[src/core/pskc_pkg.sv]
// Constants, register layouts and bus carriers for the shutdown and key configuration bank
package pskc_pkg;
   localparam int ADDR_W = 12;
   localparam int DATA_W = 32;
   localparam int REG_W  = 8;
   localparam int MS_W   = 14;

   // Register indices; byte address is index shifted left by BYTE_SHIFT
   localparam logic [ADDR_W-1:0] IDX_MERGE  = 12'h10d;
   localparam logic [ADDR_W-1:0] IDX_SHUT   = 12'h10e;
   localparam logic [ADDR_W-1:0] IDX_TIMING = 12'h10f;
   localparam logic [ADDR_W-1:0] IDX_CTRL   = 12'h120;
   localparam int BYTE_SHIFT = 2;

   localparam logic [REG_W-1:0] RST_MERGE  = 8'h00;
   localparam logic [REG_W-1:0] RST_SHUT   = 8'h00;
   localparam logic [REG_W-1:0] RST_TIMING = 8'h00;

   localparam logic [1:0] RESP_OKAY   = 2'h0;
   localparam logic [1:0] RESP_SLVERR = 2'h2;

   // Control/status register bits
   localparam int CTRL_HOST_SD = 0;
   localparam int STAT_RESET   = 0;
   localparam int STAT_POR     = 1;
   localparam int STAT_LOCK    = 2;
   localparam int STAT_IFRST   = 3;

   localparam logic [1:0] KEY_MODE_PORT = 2'h0;
   localparam logic [1:0] KEY_MODE_LOCK = 2'h1;

   // Timing
   localparam int CLK_PERIOD_NS = 40;
   localparam int MS_NS         = 1000000;
   localparam int MS_CYCLES     = MS_NS / CLK_PERIOD_NS;
   localparam logic [MS_W-1:0] LIMIT_MS = 14'd200;
   localparam logic [MS_W-1:0] TWI_MS   = 14'd19;
   localparam logic [MS_W-1:0] RST_MS_0 = 14'd20;
   localparam logic [MS_W-1:0] RST_MS_1 = 14'd100;
   localparam logic [MS_W-1:0] RST_MS_2 = 14'd500;
   localparam logic [MS_W-1:0] RST_MS_3 = 14'd1000;
   localparam logic [MS_W-1:0] SHUT_MS_0 = 14'd0;
   localparam logic [MS_W-1:0] SHUT_MS_1 = 14'd4000;
   localparam logic [MS_W-1:0] SHUT_MS_2 = 14'd5000;
   localparam logic [MS_W-1:0] SHUT_MS_3 = 14'd6000;
   localparam logic [MS_W-1:0] KEY_MS_0 = 14'd1000;
   localparam logic [MS_W-1:0] KEY_MS_1 = 14'd1500;
   localparam logic [MS_W-1:0] KEY_MS_2 = 14'd2000;
   localparam logic [MS_W-1:0] KEY_MS_3 = 14'd7000;

   typedef struct packed {
      logic mem_io_merge;
      logic core1_overdrive;
      logic core2_overdrive;
      logic proc_conv_overdrive;
      logic core_dual_phase;
      logic merged_sense_route;
      logic motor_driver_select;
      logic pwm_clk_slow;
   } pskc_merge_t;

   typedef struct packed {
      logic       regulator_limit_shutdown;
      logic       fault_shutdown_speed;
      logic       host_shutdown_speed;
      logic       user_shutdown_speed;
      logic       dual_input_shutdown_en;
      logic       long_press_shutdown_en;
      logic [1:0] power_key_pin_mode;
   } pskc_shut_t;

   typedef struct packed {
      logic       if_reset_en;
      logic       two_wire_timeout_en;
      logic [1:0] reset_duration;
      logic [1:0] shut_delay;
      logic [1:0] key_delay;
   } pskc_timing_t;

   typedef struct packed {
      logic              awvalid;
      logic [ADDR_W-1:0] awaddr;
      logic              wvalid;
      logic [DATA_W-1:0] wdata;
      logic [3:0]        wstrb;
      logic              bready;
      logic              arvalid;
      logic [ADDR_W-1:0] araddr;
      logic              rready;
   } pskc_axi_req_t;

   typedef struct packed {
      logic              awready;
      logic              wready;
      logic              bvalid;
      logic [1:0]        bresp;
      logic              arready;
      logic              rvalid;
      logic [DATA_W-1:0] rdata;
      logic [1:0]        rresp;
   } pskc_axi_rsp_t;

   typedef enum {ST_ACTIVE, ST_POR, ST_HOLD} pskc_state_t;
endpackage

[src/core/pskc_top.sv]
// Shutdown, power key and converter configuration bank with AXI4-Lite access
//
// Chosen here: the AXI4-Lite interface to the registers.
`timescale 1ns/1ns

module pskc_top
#(
   parameter int MS_CYCLES = pskc_pkg::MS_CYCLES
)
(
   input  wire logic                    mclk,
   input  wire logic                    rst_b,
   input  wire pskc_pkg::pskc_axi_req_t axi_req,
   output pskc_pkg::pskc_axi_rsp_t      axi_rsp,
   input  wire logic                    power_key_pin_b,
   input  wire logic                    gpi14,
   input  wire logic                    gpi15,
   input  wire logic                    shutdown_pin_b,
   input  wire logic                    fault_event,
   input  wire logic                    remote_sense_en,
   input  wire logic [4:0]              reg_in_limit,
   input  wire logic                    twi_scl,
   output logic                         io_ctrl_en_q,
   output logic                         core2_ctrl_en_q,
   output logic [2:0]                   overdrive_q,
   output logic                         sense_to_fb2_q,
   output logic                         sense_to_sw_q,
   output logic                         motor_mode_q,
   output logic                         pwm_clk_slow_q,
   output logic [4:0]                   reg_off_q,
   output logic                         sd_start_q,
   output logic                         sd_fast_q,
   output logic                         por_q,
   output logic                         reset_mode_q,
   output logic                         powerup_q,
   output logic                         power_key_lock_q,
   output logic [1:0]                   key_mode_q,
   output logic                         if_reset_q,
   output logic                         twi_reset_q
);
   import pskc_pkg::*;

   localparam int PRE_W = $clog2(MS_CYCLES);

   // Bus state
   logic              awready_q;
   logic              wready_q;
   logic              bvalid_q;
   logic [1:0]        bresp_q;
   logic              arready_q;
   logic              rvalid_q;
   logic [DATA_W-1:0] rdata_q;
   logic [1:0]        rresp_q;
   logic              aw_got_q;
   logic              w_got_q;
   logic [ADDR_W-1:0] awaddr_q;
   logic [REG_W-1:0]  wdata_q;
   logic              wstrb_q;

   pskc_merge_t  merge_q;
   pskc_shut_t   shut_q;
   pskc_timing_t timing_q;
   logic         host_sd_req_q;

   logic [PRE_W-1:0] pre_q;
   logic             tick_q;
   pskc_state_t      state_q;
   logic [MS_W-1:0]  hold_q;
   logic             scl_q;
   logic [MS_W-1:0]  twi_ms_q;
   logic [MS_W-1:0]  press_q [2];

   assign axi_rsp.awready = awready_q;
   assign axi_rsp.wready  = wready_q;
   assign axi_rsp.bvalid  = bvalid_q;
   assign axi_rsp.bresp   = bresp_q;
   assign axi_rsp.arready = arready_q;
   assign axi_rsp.rvalid  = rvalid_q;
   assign axi_rsp.rdata   = rdata_q;
   assign axi_rsp.rresp   = rresp_q;

   // Address decode
   wire [ADDR_W-1:0] ar_idx = {2'h0, axi_req.araddr[ADDR_W-1:BYTE_SHIFT]};
   wire [ADDR_W-1:0] aw_idx = {2'h0, awaddr_q[ADDR_W-1:BYTE_SHIFT]};
   wire rd_merge  = ar_idx == IDX_MERGE;
   wire rd_shut   = ar_idx == IDX_SHUT;
   wire rd_timing = ar_idx == IDX_TIMING;
   wire rd_ctrl   = ar_idx == IDX_CTRL;
   wire rd_hit    = rd_merge | rd_shut | rd_timing | rd_ctrl;
   wire wr_merge  = aw_idx == IDX_MERGE;
   wire wr_shut   = aw_idx == IDX_SHUT;
   wire wr_timing = aw_idx == IDX_TIMING;
   wire wr_ctrl   = aw_idx == IDX_CTRL;
   wire wr_hit    = wr_merge | wr_shut | wr_timing | wr_ctrl;
   wire wr_fire   = aw_got_q & w_got_q & ~bvalid_q;
   wire wr_en     = wr_fire & wstrb_q;

   wire [REG_W-1:0] status = {4'h0, if_reset_q, power_key_lock_q, por_q, reset_mode_q};
   wire [REG_W-1:0] rd_byte = rd_merge  ? REG_W'(merge_q) :
                              rd_shut   ? REG_W'(shut_q) :
                              rd_timing ? REG_W'(timing_q) :
                              rd_ctrl   ? status : 8'h00;

   // Write address/data channels taken in either order; response after both
   always_ff @(posedge mclk or negedge rst_b)
   begin
      if (!rst_b)
      begin
         awready_q <= 1'b1;
         wready_q  <= 1'b1;
         aw_got_q  <= 1'b0;
         w_got_q   <= 1'b0;
         awaddr_q  <= '0;
         wdata_q   <= '0;
         wstrb_q   <= 1'b0;
         bvalid_q  <= 1'b0;
         bresp_q   <= RESP_OKAY;
      end
      else
      begin
         if (axi_req.awvalid && awready_q)
         begin
            awaddr_q  <= axi_req.awaddr;
            aw_got_q  <= 1'b1;
            awready_q <= 1'b0;
         end
         if (axi_req.wvalid && wready_q)
         begin
            wdata_q  <= axi_req.wdata[REG_W-1:0];
            wstrb_q  <= axi_req.wstrb[0];
            w_got_q  <= 1'b1;
            wready_q <= 1'b0;
         end
         if (wr_fire)
         begin
            aw_got_q <= 1'b0;
            w_got_q  <= 1'b0;
            bvalid_q <= 1'b1;
            bresp_q  <= wr_hit ? RESP_OKAY : RESP_SLVERR;
         end
         if (bvalid_q && axi_req.bready)
         begin
            bvalid_q  <= 1'b0;
            awready_q <= 1'b1;
            wready_q  <= 1'b1;
         end
      end
   end

   always_ff @(posedge mclk or negedge rst_b)
   begin
      if (!rst_b)
      begin
         arready_q <= 1'b1;
         rvalid_q  <= 1'b0;
         rdata_q   <= '0;
         rresp_q   <= RESP_OKAY;
      end
      else if (axi_req.arvalid && arready_q)
      begin
         arready_q <= 1'b0;
         rvalid_q  <= 1'b1;
         rdata_q   <= {{(DATA_W-REG_W){1'b0}}, rd_byte};
         rresp_q   <= rd_hit ? RESP_OKAY : RESP_SLVERR;
      end
      else if (rvalid_q && axi_req.rready)
      begin
         arready_q <= 1'b1;
         rvalid_q  <= 1'b0;
      end
   end

   // Configuration registers
   always_ff @(posedge mclk or negedge rst_b)
   begin
      if (!rst_b)
      begin
         merge_q       <= pskc_merge_t'(RST_MERGE);
         shut_q        <= pskc_shut_t'(RST_SHUT);
         timing_q      <= pskc_timing_t'(RST_TIMING);
         host_sd_req_q <= 1'b0;
      end
      else
      begin
         if (wr_en && wr_merge)
            merge_q <= pskc_merge_t'(wdata_q);
         if (wr_en && wr_shut)
            shut_q <= pskc_shut_t'(wdata_q);
         if (wr_en && wr_timing)
            timing_q <= pskc_timing_t'(wdata_q);
         host_sd_req_q <= wr_en & wr_ctrl & wdata_q[CTRL_HOST_SD];
      end
   end

   // Converter steering and power key pin mode outputs
   always_ff @(posedge mclk or negedge rst_b)
   begin
      if (!rst_b)
      begin
         io_ctrl_en_q    <= 1'b1;
         core2_ctrl_en_q <= 1'b1;
         overdrive_q     <= '0;
         sense_to_fb2_q  <= 1'b0;
         sense_to_sw_q   <= 1'b0;
         motor_mode_q    <= 1'b0;
         pwm_clk_slow_q  <= 1'b0;
         key_mode_q      <= KEY_MODE_PORT;
      end
      else
      begin
         io_ctrl_en_q    <= ~merge_q.mem_io_merge;
         core2_ctrl_en_q <= ~merge_q.core_dual_phase;
         overdrive_q     <= {merge_q.core1_overdrive, merge_q.core2_overdrive,
                             merge_q.proc_conv_overdrive};
         sense_to_fb2_q  <= merge_q.core_dual_phase & remote_sense_en
                            & ~merge_q.merged_sense_route;
         sense_to_sw_q   <= merge_q.core_dual_phase & remote_sense_en
                            & merge_q.merged_sense_route;
         motor_mode_q    <= merge_q.motor_driver_select;
         pwm_clk_slow_q  <= merge_q.pwm_clk_slow;
         key_mode_q      <= shut_q.power_key_pin_mode;
      end
   end

   // Millisecond time base
   wire pre_wrap = pre_q == PRE_W'(MS_CYCLES - 1);

   always_ff @(posedge mclk or negedge rst_b)
   begin
      if (!rst_b)
      begin
         pre_q  <= '0;
         tick_q <= 1'b0;
      end
      else
      begin
         pre_q  <= pre_wrap ? '0 : pre_q + 1'b1;
         tick_q <= pre_wrap;
      end
   end

   // Threshold selection
   wire [MS_W-1:0] key_ms = (timing_q.key_delay == 2'h0) ? KEY_MS_0 :
                            (timing_q.key_delay == 2'h1) ? KEY_MS_1 :
                            (timing_q.key_delay == 2'h2) ? KEY_MS_2 : KEY_MS_3;
   wire [MS_W-1:0] add_ms = (timing_q.shut_delay == 2'h0) ? SHUT_MS_0 :
                            (timing_q.shut_delay == 2'h1) ? SHUT_MS_1 :
                            (timing_q.shut_delay == 2'h2) ? SHUT_MS_2 : SHUT_MS_3;
   wire [MS_W-1:0] long_ms = key_ms + add_ms;
   wire [MS_W-1:0] rst_ms = (timing_q.reset_duration == 2'h0) ? RST_MS_0 :
                            (timing_q.reset_duration == 2'h1) ? RST_MS_1 :
                            (timing_q.reset_duration == 2'h2) ? RST_MS_2 : RST_MS_3;

   // Press timers: index 0 power key, index 1 GPIO 14 and 15 together
   wire key_mode = shut_q.power_key_pin_mode != KEY_MODE_PORT;
   wire [1:0] press_act = {gpi14 & gpi15, key_mode & ~power_key_pin_b};
   wire [1:0] press_long;

   for (genvar i = 0; i < 2; i++)
   begin : g_press
      always_ff @(posedge mclk or negedge rst_b)
      begin
         if (!rst_b)
            press_q[i] <= '0;
         else if (!press_act[i])
            press_q[i] <= '0;
         else if (tick_q && press_q[i] != {MS_W{1'b1}})
            press_q[i] <= press_q[i] + 1'b1;
      end
      assign press_long[i] = press_act[i] && press_q[i] > long_ms;
   end

   // Autonomous long-press shutdown only in the two autonomous key modes
   wire key_auto = key_mode && shut_q.power_key_pin_mode != KEY_MODE_LOCK;
   wire user_sd = (shut_q.long_press_shutdown_en & key_auto & press_long[0])
                | (shut_q.dual_input_shutdown_en & press_long[1]);
   wire host_sd = ~shutdown_pin_b | host_sd_req_q;

   always_ff @(posedge mclk or negedge rst_b)
   begin
      if (!rst_b)
         power_key_lock_q <= 1'b0;
      else
         power_key_lock_q <= press_act[0] && press_q[0] > key_ms;
   end

   // Power controller sequence
   always_ff @(posedge mclk or negedge rst_b)
   begin
      if (!rst_b)
      begin
         state_q      <= ST_ACTIVE;
         hold_q       <= '0;
         sd_start_q   <= 1'b0;
         sd_fast_q    <= 1'b0;
         por_q        <= 1'b0;
         reset_mode_q <= 1'b0;
         powerup_q    <= 1'b0;
      end
      else
      begin
         sd_start_q <= 1'b0;
         powerup_q  <= 1'b0;
         case (state_q)
            ST_ACTIVE:
               if (fault_event || host_sd || user_sd)
               begin
                  sd_start_q   <= 1'b1;
                  reset_mode_q <= 1'b1;
                  hold_q       <= '0;
                  if (fault_event)
                     sd_fast_q <= shut_q.fault_shutdown_speed;
                  else if (host_sd)
                     sd_fast_q <= shut_q.host_shutdown_speed;
                  else
                     sd_fast_q <= 1'b0;
                  if (!fault_event && !host_sd && shut_q.user_shutdown_speed)
                  begin
                     state_q <= ST_POR;
                     por_q   <= 1'b1;
                  end
                  else
                     state_q <= ST_HOLD;
               end
            ST_POR:
               if (tick_q)
               begin
                  state_q <= ST_HOLD;
                  por_q   <= 1'b0;
               end
            ST_HOLD:
               if (tick_q)
               begin
                  if (hold_q > rst_ms)
                  begin
                     state_q      <= ST_ACTIVE;
                     reset_mode_q <= 1'b0;
                     powerup_q    <= 1'b1;
                  end
                  else
                     hold_q <= hold_q + 1'b1;
               end
            default:
               state_q <= ST_ACTIVE;
         endcase
      end
   end

   // Regulator current-limit shutdown
   for (genvar r = 0; r < 5; r++)
   begin : g_limit
      logic [MS_W-1:0] lim_q;

      always_ff @(posedge mclk or negedge rst_b)
      begin
         if (!rst_b)
         begin
            lim_q        <= '0;
            reg_off_q[r] <= 1'b0;
         end
         else
         begin
            if (!reg_in_limit[r])
               lim_q <= '0;
            else if (tick_q && lim_q != {MS_W{1'b1}})
               lim_q <= lim_q + 1'b1;
            if (powerup_q)
               reg_off_q[r] <= 1'b0;
            else if (shut_q.regulator_limit_shutdown && lim_q > LIMIT_MS)
               reg_off_q[r] <= 1'b1;
         end
      end
   end

   // Interface resets
   wire scl_edge = twi_scl != scl_q;

   always_ff @(posedge mclk or negedge rst_b)
   begin
      if (!rst_b)
      begin
         scl_q       <= 1'b0;
         twi_ms_q    <= '0;
         twi_reset_q <= 1'b0;
         if_reset_q  <= 1'b0;
      end
      else
      begin
         scl_q       <= twi_scl;
         if_reset_q  <= timing_q.if_reset_en & ~shutdown_pin_b;
         twi_reset_q <= 1'b0;
         if (scl_edge || !timing_q.two_wire_timeout_en)
            twi_ms_q <= '0;
         else if (twi_ms_q > TWI_MS)
         begin
            twi_reset_q <= 1'b1;
            twi_ms_q    <= '0;
         end
         else if (tick_q)
            twi_ms_q <= twi_ms_q + 1'b1;
      end
   end
endmodule

[config.mk]
export PLATFORM = sky130hd
export DESIGN_NAME = pskc_top
export DESIGN_NICKNAME = d
export VERILOG_FILES = /design/src/core/pskc_pkg.sv /design/src/core/pskc_top.sv
export SDC_FILE = /design/constraint.sdc
export NUM_CORES = 1
export LEC_CHECK = 0
export ABC_AREA = 1
export BUFFER_PORTS_ARGS = -buffer_cell sky130_fd_sc_hd__buf_2
export CAP_MARGIN = 20
export CORE_MARGIN = 2
export CORE_UTILIZATION = 59
export CTS_BUF_LIST = sky130_fd_sc_hd__clkbuf_4 sky130_fd_sc_hd__clkbuf_8 sky130_fd_sc_hd__clkbuf_16
export CTS_CLUSTER_SIZE = 20
export DETAILED_ROUTE_END_ITERATION = 8
export GPL_ROUTABILITY_DRIVEN = 0
export GPL_TIMING_DRIVEN = 0
export PLACE_DENSITY = 0.79
export SLEW_MARGIN = 10
export SYNTH_ARGS = -nofsm -noshare
export SYNTH_HDL_FRONTEND = slang
export SYNTH_SLANG_ARGS = --single-unit
[constraint.sdc]
create_clock -name mclk -period 5.1 [get_ports mclk]
set_clock_uncertainty 0.2 [all_clocks]
set_input_delay 1.02 -clock mclk [delete_from_list [all_inputs] [get_ports mclk]]
set_output_delay 1.02 -clock mclk [all_outputs]
set_load 0.05 [all_outputs]
==> results_dict.tcl, run 1 <==
set metrics [dict create \
    utilization_pct 68.43 \
    cts.hold.buffers_added 0 \
    clk_pin_slew_worst_paths_ps 60 \
    ctsResizeCount 0 \
    detailed_route_iter0_violations 775 \
    totalWireLength_mm 28.41 \
    synth_top_cell_area_share_pct 45.12 \
    clock_sink_count 230 \
    critical-path-top-cell-by-count "sky130_fd_sc_hd__nand2_1" \
    initial_core_util_pct 59.74 \
    io_pins 144 \
    clock_latency_of_the_later_clocked_register_in_the_worst_skew_pair_ps 530 \
    core_area_sq_um 20890 \
    insertedDiodeCount 0 \
    edff_count_synth 0 \
    reported_net_switching_power_mw 1.199 \
    timing.critical_path.arrival_ps 4630 \
    port_buffers 85 \
    nFillCells 1664 \
    timing.critical_path.fanout_max 10 \
    area_growth_pct 14.55 \
    maxCapViolCount 0 \
    die_width_um 149.4 \
    endpoint_kind "flop" \
    place.detailed.hpwl_mm 21.09 \
    cp_slowest_stage_delay_ps 510 \
    ir_worst_vdd_uv 296.6 \
    grt_first_pass_wirelength_mm 47.63 \
    postCtsSetupBuffers 0 \
    cts.path.max_buffers 3 \
    critical_path_class "flop to flop" \
    synth_area_per_cell_sq_um 8.092 \
    fin_worst_hold_slack_ps 191.5 \
    layout-drive-gt1-share_pct 11.47 \
    synth_async_sr_flop_share_pct 100.0 \
    grt_max_degree 103 \
    min_period_over_period_pct 86.57 \
    synthesis.area_sq_um 12480 \
    grt.overflow.total 0 \
    chipHeight_um 149.4 \
    timing.max_slew.rel_slack_pct 42.73 \
    first_global_vias 10120 \
    grt_use_total_pct 26.13 \
    layout.nets 1840 \
    cellPowerDensity_nw_per_um2 308.2 \
    total_count_of_max_transition_violations_in_the_final_report 0 \
    most_frequently_used_cell_type_in_the_post_synthesis_netlist "sky130_fd_sc_hd__nand2_1" \
    wire_per_inst_um 14.32 \
    maxClockFrequency_ghz 0.2265 \
    detailedRoute.firstPassIterationCount 5 \
    tightest_slew_ps 859.0 \
    route.antenna.remaining_nets 0 \
    ctsRootBufferMaster "sky130_fd_sc_hd__clkbuf_16" \
    synth_warnings 0 \
    seq_area_frac_synth_pct 46.17 \
    worst_path_max_delay_cell "sky130_fd_sc_hd__or4_1" \
    power.clock.fraction_pct 41.8 \
    synth.lib_cells_used.distinct 47 \
    number_of_levels_the_h_tree_was_split_into 1 \
    ys_ff_latch 230 \
    cts_made_buffers 25 \
    finalSetupViolCount 0 \
    finalHoldViolCount 0 \
    rsz_0062_raised_after_global_routing "no" \
    postSynthCellCount 1542 \
    seq_power_share_pct 45.6 \
    run_status "finished clean" \
    combinationalPowerShare_pct 12.6 \
    route.vias.total 10780 \
    worst_path_dominant_cell_family "simple AND/OR/NAND/NOR gates" \
    power.switching_fraction_pct 27.21 \
    num_rows 53 \
    die_area_sq_um 22330 \
    hold_path.class "primary input to async pin" \
    path_cells "inv_1, ha_1, nor2_2, nand2_1, nand2_1, nor2_1, nand2_1, nand3_1, a21oi_1, nor2_1, nor2_1, xor2_1, ha_1, nand2_1, or4_1, nor3_1, nor2_1, nand2_1, nand3_2, nand2_4, nand2_4, buf_6, nand2_1, o21ai_1" \
    synth.area.top_cells "sky130_fd_sc_hd__dfrtp_1, sky130_fd_sc_hd__nand2_1, sky130_fd_sc_hd__inv_1, sky130_fd_sc_hd__ha_1, sky130_fd_sc_hd__o21ai_0" \
    drt-vias-per-instance 5.432 \
    post-route-drc-count 0 \
    worst-endpoint-required_ps 5320 \
    synth_ff_type "sky130_fd_sc_hd__dfrtp_1" \
    grt_antenna_before_repair 1 \
    post-synth-top-area-cell "sky130_fd_sc_hd__dfrtp_1" \
    power.leakage_nw 6.901 \
    cp.buffers_inverters 2 \
    tritoncts_clock_tree "yes" \
    worst_setup_path_start_kind "flop" \
    internal-power_mw 3.207 \
    netlist_top_cells_count "sky130_fd_sc_hd__nand2_1, sky130_fd_sc_hd__inv_1, sky130_fd_sc_hd__dfrtp_1" \
    period_needed_ps 4415 \
]
[routing by layer]
layer	track usage, %	vias to the layer above	routed length, um
met2	42.59	298	13430
met1	34.75	5074	11970
li1	-	5329	-
met4	11.14	2	1189
met5	0	-	13
met3	4.421	74	1802
[cell type report]
| cell class | count | area, sq um | share of cell area [%] |
|---|---|---|---|
| plain buffers | 48 | 311.5 | 2.180 |
| inverters | 268 | 1006 | 7.038 |
| multi-input cells | 1030 | 5527 | 38.66 |
| clock inverters | 10 | 120.1 | 0.8403 |
| flip-flops and latches | 230 | 5762 | 40.31 |
| well taps | 275 | 344.1 | 2.407 |
| repair buffers | 87 | 490.5 | 3.431 |
| clock buffers | 36 | 733.2 | 5.130 |
[path summary, 6_finish.rpt]
| path | startpoint | endpoint | slack [ps] | depth (start not counted) |
|---|---|---|---|---|
| worst min register to register | merge_q[5] | overdrive_q[1] | 220 | 0 |
| min in group mclk | merge_q[5] | overdrive_q[1] | 220 | 0 |
| worst min-delay path | rst_b | press_q[8] | 190 | 1 |
| max in group asynchronous | rst_b | awready_q | 3310 | 3 |
| worst max-delay path | timing_q[2] | hold_q[10] | 690 | 24 |
| worst max register to register | timing_q[2] | hold_q[10] | 690 | 24 |
[layout by cell type, fill, tap and decap left out, drive strengths merged, types with 21 or more instances in the layout]
master	synthesis	layout
nand2	271	271
ha	71	71
nand4	21	21
conb	1	35
dfrtp	225	225
buf	34	121
o21ai	144	144
nor2	130	130
nand3	82	82
nor3	73	73
a21oi	95	95
clkbuf	14	50
inv	266	267
[per-stage QoR]
| step | area (sq um) | worst slack (ps) | std cells | power, mW | setup TNS, ps |
|---|---|---|---|---|---|
| after floorplan | 12610 | 1291 | 1576 | 2.415 | 0 |
| after detailed placement | 13440 | 740.6 | 1938 | 2.595 | 0 |
| after global routing | 14290 | 237.9 | 1984 | 4.594 | 0 |
| final | 14290 | 685.0 | 1984 | 4.406 | 0 |
| after global placement | 13380 | -1125 | 1936 | 2.571 | -247630 |
| after CTS | 14290 | 701.1 | 1984 | 4.446 | 0 |
[power by group through the flow]
| stage | logic [mW] | clock network, mW | registers, mW |
|---|---|---|---|
| 2_1_floorplan | 0.343 | 0 | 2.07 |
| 3_3_place_gp | 0.536 | 0 | 2.03 |
| 3_5_place_dp | 0.554 | 0 | 2.04 |
| 4_1_cts | 0.560 | 1.87 | 2.01 |
| 5_1_grt | 0.619 | 1.95 | 2.02 |
| 6_report | 0.554 | 1.84 | 2.01 |
[sequential cells by signal, summed over array words and instances, names as in the netlist, 3 cells and up]
register and count:
rdata_q 8, awaddr_q 10, reg_off_q 5, shut_q 8, hold_q 14, press_q 28
timing_q 8, wdata_q 8, overdrive_q 3, twi_ms_q 14, pre_q 15, merge_q 8
g_limit.lim_q 70
[logic make-up after synthesis]
| kind of cell | count (synthesis) | share of synthesized area, % |
|---|---|---|
| DFF | 230 | 46.17 |
| adders and majority gates | 71 | 7.119 |
| other | 1 | 0.03005 |
| and+or+nand+nor | 609 | 21.44 |
| AOI/OAI and AO/OA | 303 | 13.84 |
| buffers and inverters | 316 | 10.56 |
| xor gates and xnor gates | 12 | 0.8423 |
(Power assumes the default switching activity.)
==> run 2, diff against run 1 <==
--- a/config.mk
+++ b/config.mk
@@ -14,7 +14,6 @@
 export CTS_CLUSTER_SIZE = 20
 export DETAILED_ROUTE_END_ITERATION = 8
 export GPL_ROUTABILITY_DRIVEN = 0
-export GPL_TIMING_DRIVEN = 0
 export PLACE_DENSITY = 0.79
 export SLEW_MARGIN = 10
 export SYNTH_ARGS = -nofsm -noshare
==> run 2 against run 1 <==
Net effect:
- clock power fell by 4%
- final cell count is 2.4% lower
- die area unchanged
==> results_dict.tcl, run 2 (same netlist as run 1, synthesis figures left out) <==
set metrics [dict create \
    num_rows 53 \
    total_count_of_max_transition_violations_in_the_final_report 0 \
    utilization_pct 66.65 \
    run_status "finished clean" \
    ir_worst_vdd_uv 236.6 \
    post-route-drc-count 0 \
    timing.critical_path.arrival_ps 4570 \
    ctsResizeCount 0 \
    tritoncts_clock_tree "yes" \
    power.switching_fraction_pct 27.67 \
    stdcell_count 1936 \
    largest_regs "g_limit.lim_q: 70 flops, press_q: 28 flops, pre_q: 15 flops" \
    most_used_cells_in_the_layout_excluding_fill_and_tap_cells "sky130_fd_sc_hd__nand2_1, sky130_fd_sc_hd__inv_1, sky130_fd_sc_hd__dfrtp_1" \
    hold_path.class "flop to flop" \
    first_global_vias 9816 \
    nFillCells 1711 \
    period_needed_ps 4354 \
    grt_max_degree 126 \
    clock_latency_of_the_later_clocked_register_in_the_worst_skew_pair_ps 530 \
    timing.critical_path.fanout_max 23 \
    io_pins 144 \
    layout.cells.most_common "sky130_fd_sc_hd__nand2_1" \
    reported_net_switching_power_mw 1.188 \
    tightest_slew_ps 944.6 \
    rsz_0062_raised_after_global_routing "no" \
    area_growth_pct 11.58 \
    seq_power_share_pct 47.0 \
    placedCellCount 1892 \
    drt-vias-per-instance 5.441 \
    initial_core_util_pct 59.74 \
    grt_use_total_pct 24.88 \
    power.leakage_nw 6.678 \
    critical_path_class "flop to flop" \
    finalSetupViolCount 0 \
    maxClockFrequency_ghz 0.2297 \
    internal-power_mw 3.106 \
    final_area_sq_um 13920 \
    min_period_over_period_pct 85.37 \
    die_area_sq_um 22330 \
    grt.overflow.total 0 \
    worst_setup_path_start_kind "flop" \
    grt_first_pass_wirelength_mm 45.58 \
    fin_worst_hold_slack_ps 219.4 \
    endpoint_kind "flop" \
    clock_sink_count 230 \
    ctsRootBufferMaster "sky130_fd_sc_hd__clkbuf_16" \
    timing.max_slew.rel_slack_pct 37.03 \
    wire_per_inst_um 14.13 \
    core_area_sq_um 20890 \
    route.vias.total 10530 \
    route.antenna.remaining_nets 0 \
    maxCapViolCount 0 \
    placement.setup.worst_slack_ps 805.0 \
    largest_register "g_limit.lim_q" \
    finalHoldViolCount 0 \
    cts.path.max_buffers 3 \
    setup_slack_ps 746.3 \
    layout-drive-gt1-share_pct 9.813 \
    postCtsSetupBuffers 0 \
    die_width_um 149.4 \
    cts_made_buffers 24 \
    cellPowerDensity_nw_per_um2 308.4 \
    fin_setup_tns_ps 0 \
    combinationalPowerShare_pct 11.8 \
    number_of_levels_the_h_tree_was_split_into 1 \
    worst-endpoint-required_ps 5310 \
    place.detailed.hpwl_mm 19.99 \
    placement.cell_area_sq_um 13110 \
    insertedDiodeCount 0 \
    largest_register_ffs 70 \
    power.clock.fraction_pct 41.2 \
    chipHeight_um 149.4 \
    totalWireLength_mm 27.35 \
    grt_antenna_before_repair 0 \
    report.power.total_mw 4.294 \
    detailedRoute.firstPassIterationCount 5 \
    port_buffers 86 \
    cts.hold.buffers_added 0 \
    clk_pin_slew_worst_paths_ps 60 \
    layout.nets 1793 \
    detailed_route_iter0_violations 589 \
]
-- run 2: changes by cell type in the layout (fill, tap and decap cells not counted), sizes merged --
| cell | change |
|---|---|
| buf | -32 |
| clkbuf | -18 |
| clkinv | +3 |
| inv | -1 |
-- run 2: power by group through the flow --
stage | clock network [mW] | registers (mW) | logic, mW
6_report | 1.77 | 2.02 | 0.509
5_1_grt | 1.88 | 2.03 | 0.567
4_1_cts | 1.81 | 2.02 | 0.512
3_5_place_dp | 0 | 2.05 | 0.508
3_3_place_gp | 0 | 2.04 | 0.496
2_1_floorplan | 0 | 2.07 | 0.343
-- run 2: metal layers --
layer	vias to the layer above	global-route usage, %	wire, um
met5	-	0	0
met4	0	7.762	666
met3	47	3.323	1656
met2	292	41.72	13050
met1	4957	33.82	11970
li1	5238	-	-
-- run 2: critical path, cell delays in order (launching register included) --
cell                      delay (ps)
sky130_fd_sc_hd__dfrtp_1         430
sky130_fd_sc_hd__inv_1            90
sky130_fd_sc_hd__ha_1            270
sky130_fd_sc_hd__xor2_1          180
sky130_fd_sc_hd__inv_1            80
sky130_fd_sc_hd__ha_1            190
sky130_fd_sc_hd__a21oi_1         190
sky130_fd_sc_hd__nor2_1           80
sky130_fd_sc_hd__nand2_1          80
sky130_fd_sc_hd__nand3_1         110
sky130_fd_sc_hd__a21oi_1         150
sky130_fd_sc_hd__nor2_1           50
sky130_fd_sc_hd__nor2_1          110
sky130_fd_sc_hd__xor2_1          100
sky130_fd_sc_hd__ha_1            300
sky130_fd_sc_hd__nand2_1          70
sky130_fd_sc_hd__or4_1           520
sky130_fd_sc_hd__nor3_1          200
sky130_fd_sc_hd__nor2_1           60
sky130_fd_sc_hd__nand2_1         150
sky130_fd_sc_hd__nand3_2         130
sky130_fd_sc_hd__nand2_4         120
sky130_fd_sc_hd__nand2_4         180
sky130_fd_sc_hd__nand2_1         130
sky130_fd_sc_hd__o21ai_2          50
-- run 2: final timing paths --
kind / cells after the start / slack (ps) / to / startpoint
min in group asynchronous: 1 / 420 / press_q[23] / rst_b
worst min register to register: 0 / 220 / overdrive_q[1] / merge_q[5]
worst max register to register: 24 / 750 / hold_q[2] / timing_q[0]
worst max-delay path: 24 / 750 / hold_q[2] / timing_q[0]
max in group asynchronous: 2 / 3300 / g_limit[3].lim_q[10] / rst_b
worst min-delay path: 0 / 220 / overdrive_q[1] / merge_q[5]
-- run 2: cell type report --
class                      count  area (sq um)  area share (%)
clock inverter                12         130.1          0.9346
tap                          275         344.1           2.471
timing repair buffer          89         475.5           3.415
multi-input combinational   1030          5527           39.69
sequential                   230          5762           41.38
inverter                     268          1006           7.225
clock buffer                  32         679.4           4.880
==> run 3, diff against run 2 <==
==> constraint.sdc (replaced) <==
create_clock -name mclk -period 4.1 [get_ports mclk]
set_clock_uncertainty 0.2 [all_clocks]
set_input_delay 0.82 -clock mclk [delete_from_list [all_inputs] [get_ports mclk]]
set_output_delay 0.82 -clock mclk [all_outputs]
set_load 0.05 [all_outputs]
==> run 3 against run 2 <==
Net effect:
- final area is 2.0% higher
- routed wire length increased by 4.7%
- non-clock buffer count rose by 15
- register-to-register slack got worse by 570 ps
- die area stayed put
- sequential share of layout area shrank 0.80 points
==> results_dict.tcl, run 3 (same netlist as run 1, synthesis figures left out) <==
set metrics [dict create \
    largest_regs "g_limit.lim_q: 70 flops, press_q: 28 flops, pre_q: 15 flops" \
    detailed_route_iter0_violations 711 \
    run_status "finished clean" \
    largest_register_ffs 70 \
    layout-drive-gt1-share_pct 11.99 \
    route.antenna.remaining_nets 0 \
    totalWireLength_mm 28.62 \
    ff2ff_setup_slack_ps 170 \
    post-route-drc-count 0 \
    detailedRoute.firstPassIterationCount 6 \
    grt_use_total_pct 25.65 \
    grt.met2_usage_pct 43.00 \
    tightest_slew_ps 834.3 \
    insertedDiodeCount 0 \
    timing.critical_path.arrival_ps 4190 \
    area_growth_pct 13.80 \
    chipHeight_um 149.4 \
    report.power.total_mw 5.402 \
    grt_max_degree 107 \
    grt_util_met3_pct 3.902 \
    finalHoldViolCount 0 \
    die_width_um 149.4 \
    power.leakage_nw 6.791 \
    ctsRootBufferMaster "sky130_fd_sc_hd__clkbuf_16" \
    initial_core_util_pct 59.74 \
    placement.cell_area_sq_um 13220 \
    tritoncts_clock_tree "yes" \
    hold_path.class "primary input to async pin" \
    cts_made_buffers 24 \
    core_area_sq_um 20890 \
    placement.setup.worst_slack_ps 27.45 \
    port_buffers 86 \
    worst-endpoint-required_ps 4360 \
    io_pins 144 \
    cellPowerDensity_nw_per_um2 380.4 \
    groute.layer.met1.usage_pct 34.90 \
    total_count_of_max_transition_violations_in_the_final_report 0 \
    period_needed_ps 3926 \
    endpoint_kind "flop" \
    num_rows 53 \
    finalSetupViolCount 0 \
    final_area_sq_um 14200 \
    place.detailed.hpwl_mm 20.76 \
    layout.nets 1810 \
    clock_latency_of_the_later_clocked_register_in_the_worst_skew_pair_ps 530 \
    clk_pin_slew_worst_paths_ps 60 \
    critical_path.reg2reg.endpoint "hold_q[5]" \
    fin_setup_tns_ps 0 \
    grt-busiest-layer "met2" \
    grt.overflow.total 0 \
    ir_worst_vdd_uv 393.0 \
    setup_slack_ps 173.7 \
    grt_antenna_before_repair 0 \
    wire_per_inst_um 14.66 \
    grt_first_pass_wirelength_mm 46.86 \
    most_used_cells_in_the_layout_excluding_fill_and_tap_cells "sky130_fd_sc_hd__nand2_1, sky130_fd_sc_hd__inv_1, sky130_fd_sc_hd__dfrtp_1" \
    timing.critical_path.fanout_max 6 \
    maxCapViolCount 0 \
    maxClockFrequency_ghz 0.2547 \
    r2r_cells 23 \
    first_global_vias 9968 \
    regToRegStartpoint "timing_q[2]" \
    worst_setup_path_start_kind "flop" \
    timing.max_slew.rel_slack_pct 43.92 \
    critical_path_class "flop to flop" \
    drt-vias-per-instance 5.476 \
    die_area_sq_um 22330 \
    nFillCells 1678 \
    cts.path.max_buffers 3 \
    utilization_pct 67.98 \
    min_period_over_period_pct 95.76 \
    layout.cells.most_common "sky130_fd_sc_hd__nand2_1" \
    route.vias.total 10690 \
    number_of_levels_the_h_tree_was_split_into 1 \
    largest_register "g_limit.lim_q" \
    clock_sink_count 230 \
]
-- run 3: cell type report --
type / instances / area [sq um] / share of cell area (%)
multi-input cells: 1032 / 5647 / 39.77
clock inverters: 7 / 101.3 / 0.7137
repair buffers: 104 / 604.3 / 4.256
inverters: 268 / 1006 / 7.084
well taps: 275 / 344.1 / 2.423
flip-flops and latches: 230 / 5763 / 40.59
clock buffers: 36 / 734.5 / 5.172
-- run 3: repair_timing --
item,CTS,global route
endpoints found under the setup margin,0,19
setup buffers,0,2
gates resized for setup,0,28
hold buffers,0,0
-- run 3: how the worst max path moves through the flow --
stage          slack, ps   startpoint        end  cells after the start
6_report             170  timing_q[2]  hold_q[5]                     23
3_5_place_dp          30  timing_q[2]  hold_q[0]                     23
5_1_grt              -90  timing_q[3]  hold_q[7]                     22
3_3_place_gp          70  timing_q[3]  hold_q[1]                     23
4_1_cts               20  timing_q[2]  hold_q[0]                     23
2_1_floorplan        290  timing_q[0]  hold_q[4]                     25
-- run 3: report_power, final --
part / internal (mW) / switching [mW]
clock: 1.36 / 0.889
sequential: 2.42 / 0.0823
combinational: 0.147 / 0.495
total: 3.94 / 1.47
-- run 3: worst max-delay path, stage by stage, from the launching register on --
cell and delay, ps:
sky130_fd_sc_hd__dfrtp_1 420, sky130_fd_sc_hd__ha_2 250, sky130_fd_sc_hd__xor2_1 140, sky130_fd_sc_hd__inv_1 70
sky130_fd_sc_hd__ha_2 180, sky130_fd_sc_hd__a21oi_2 110, sky130_fd_sc_hd__nor2_1 60, sky130_fd_sc_hd__nand2_1 90
sky130_fd_sc_hd__nand3_2 80, sky130_fd_sc_hd__a21oi_2 150, sky130_fd_sc_hd__nor2_1 50, sky130_fd_sc_hd__nor2_1 130
sky130_fd_sc_hd__xor2_1 100, sky130_fd_sc_hd__ha_1 320, sky130_fd_sc_hd__nand2_2 60, sky130_fd_sc_hd__or4_4 540
sky130_fd_sc_hd__nor3_4 120, sky130_fd_sc_hd__nor2_1 60, sky130_fd_sc_hd__nand2_2 100, sky130_fd_sc_hd__nand3_2 110
sky130_fd_sc_hd__nand2_4 180, sky130_fd_sc_hd__buf_6 150, sky130_fd_sc_hd__nand3_1 70, sky130_fd_sc_hd__nand2_1 100
-- run 3: per-layer routing --
metal / routed length [um] / part of all wire (%)
met1: 12580 / 44
met3: 1626 / 5.7
met4: 670 / 2.3
met2: 13750 / 48
met5: 0 / 0
-- run 3: through the flow --
stage          hold slack [ps]  std cells
2_1_floorplan            169.3       1576
3_3_place_gp             207.1       1905
3_5_place_dp             208.1       1905
4_1_cts                  177.1       1948
5_1_grt                  227.4       1952
6_report                 139.9       1952
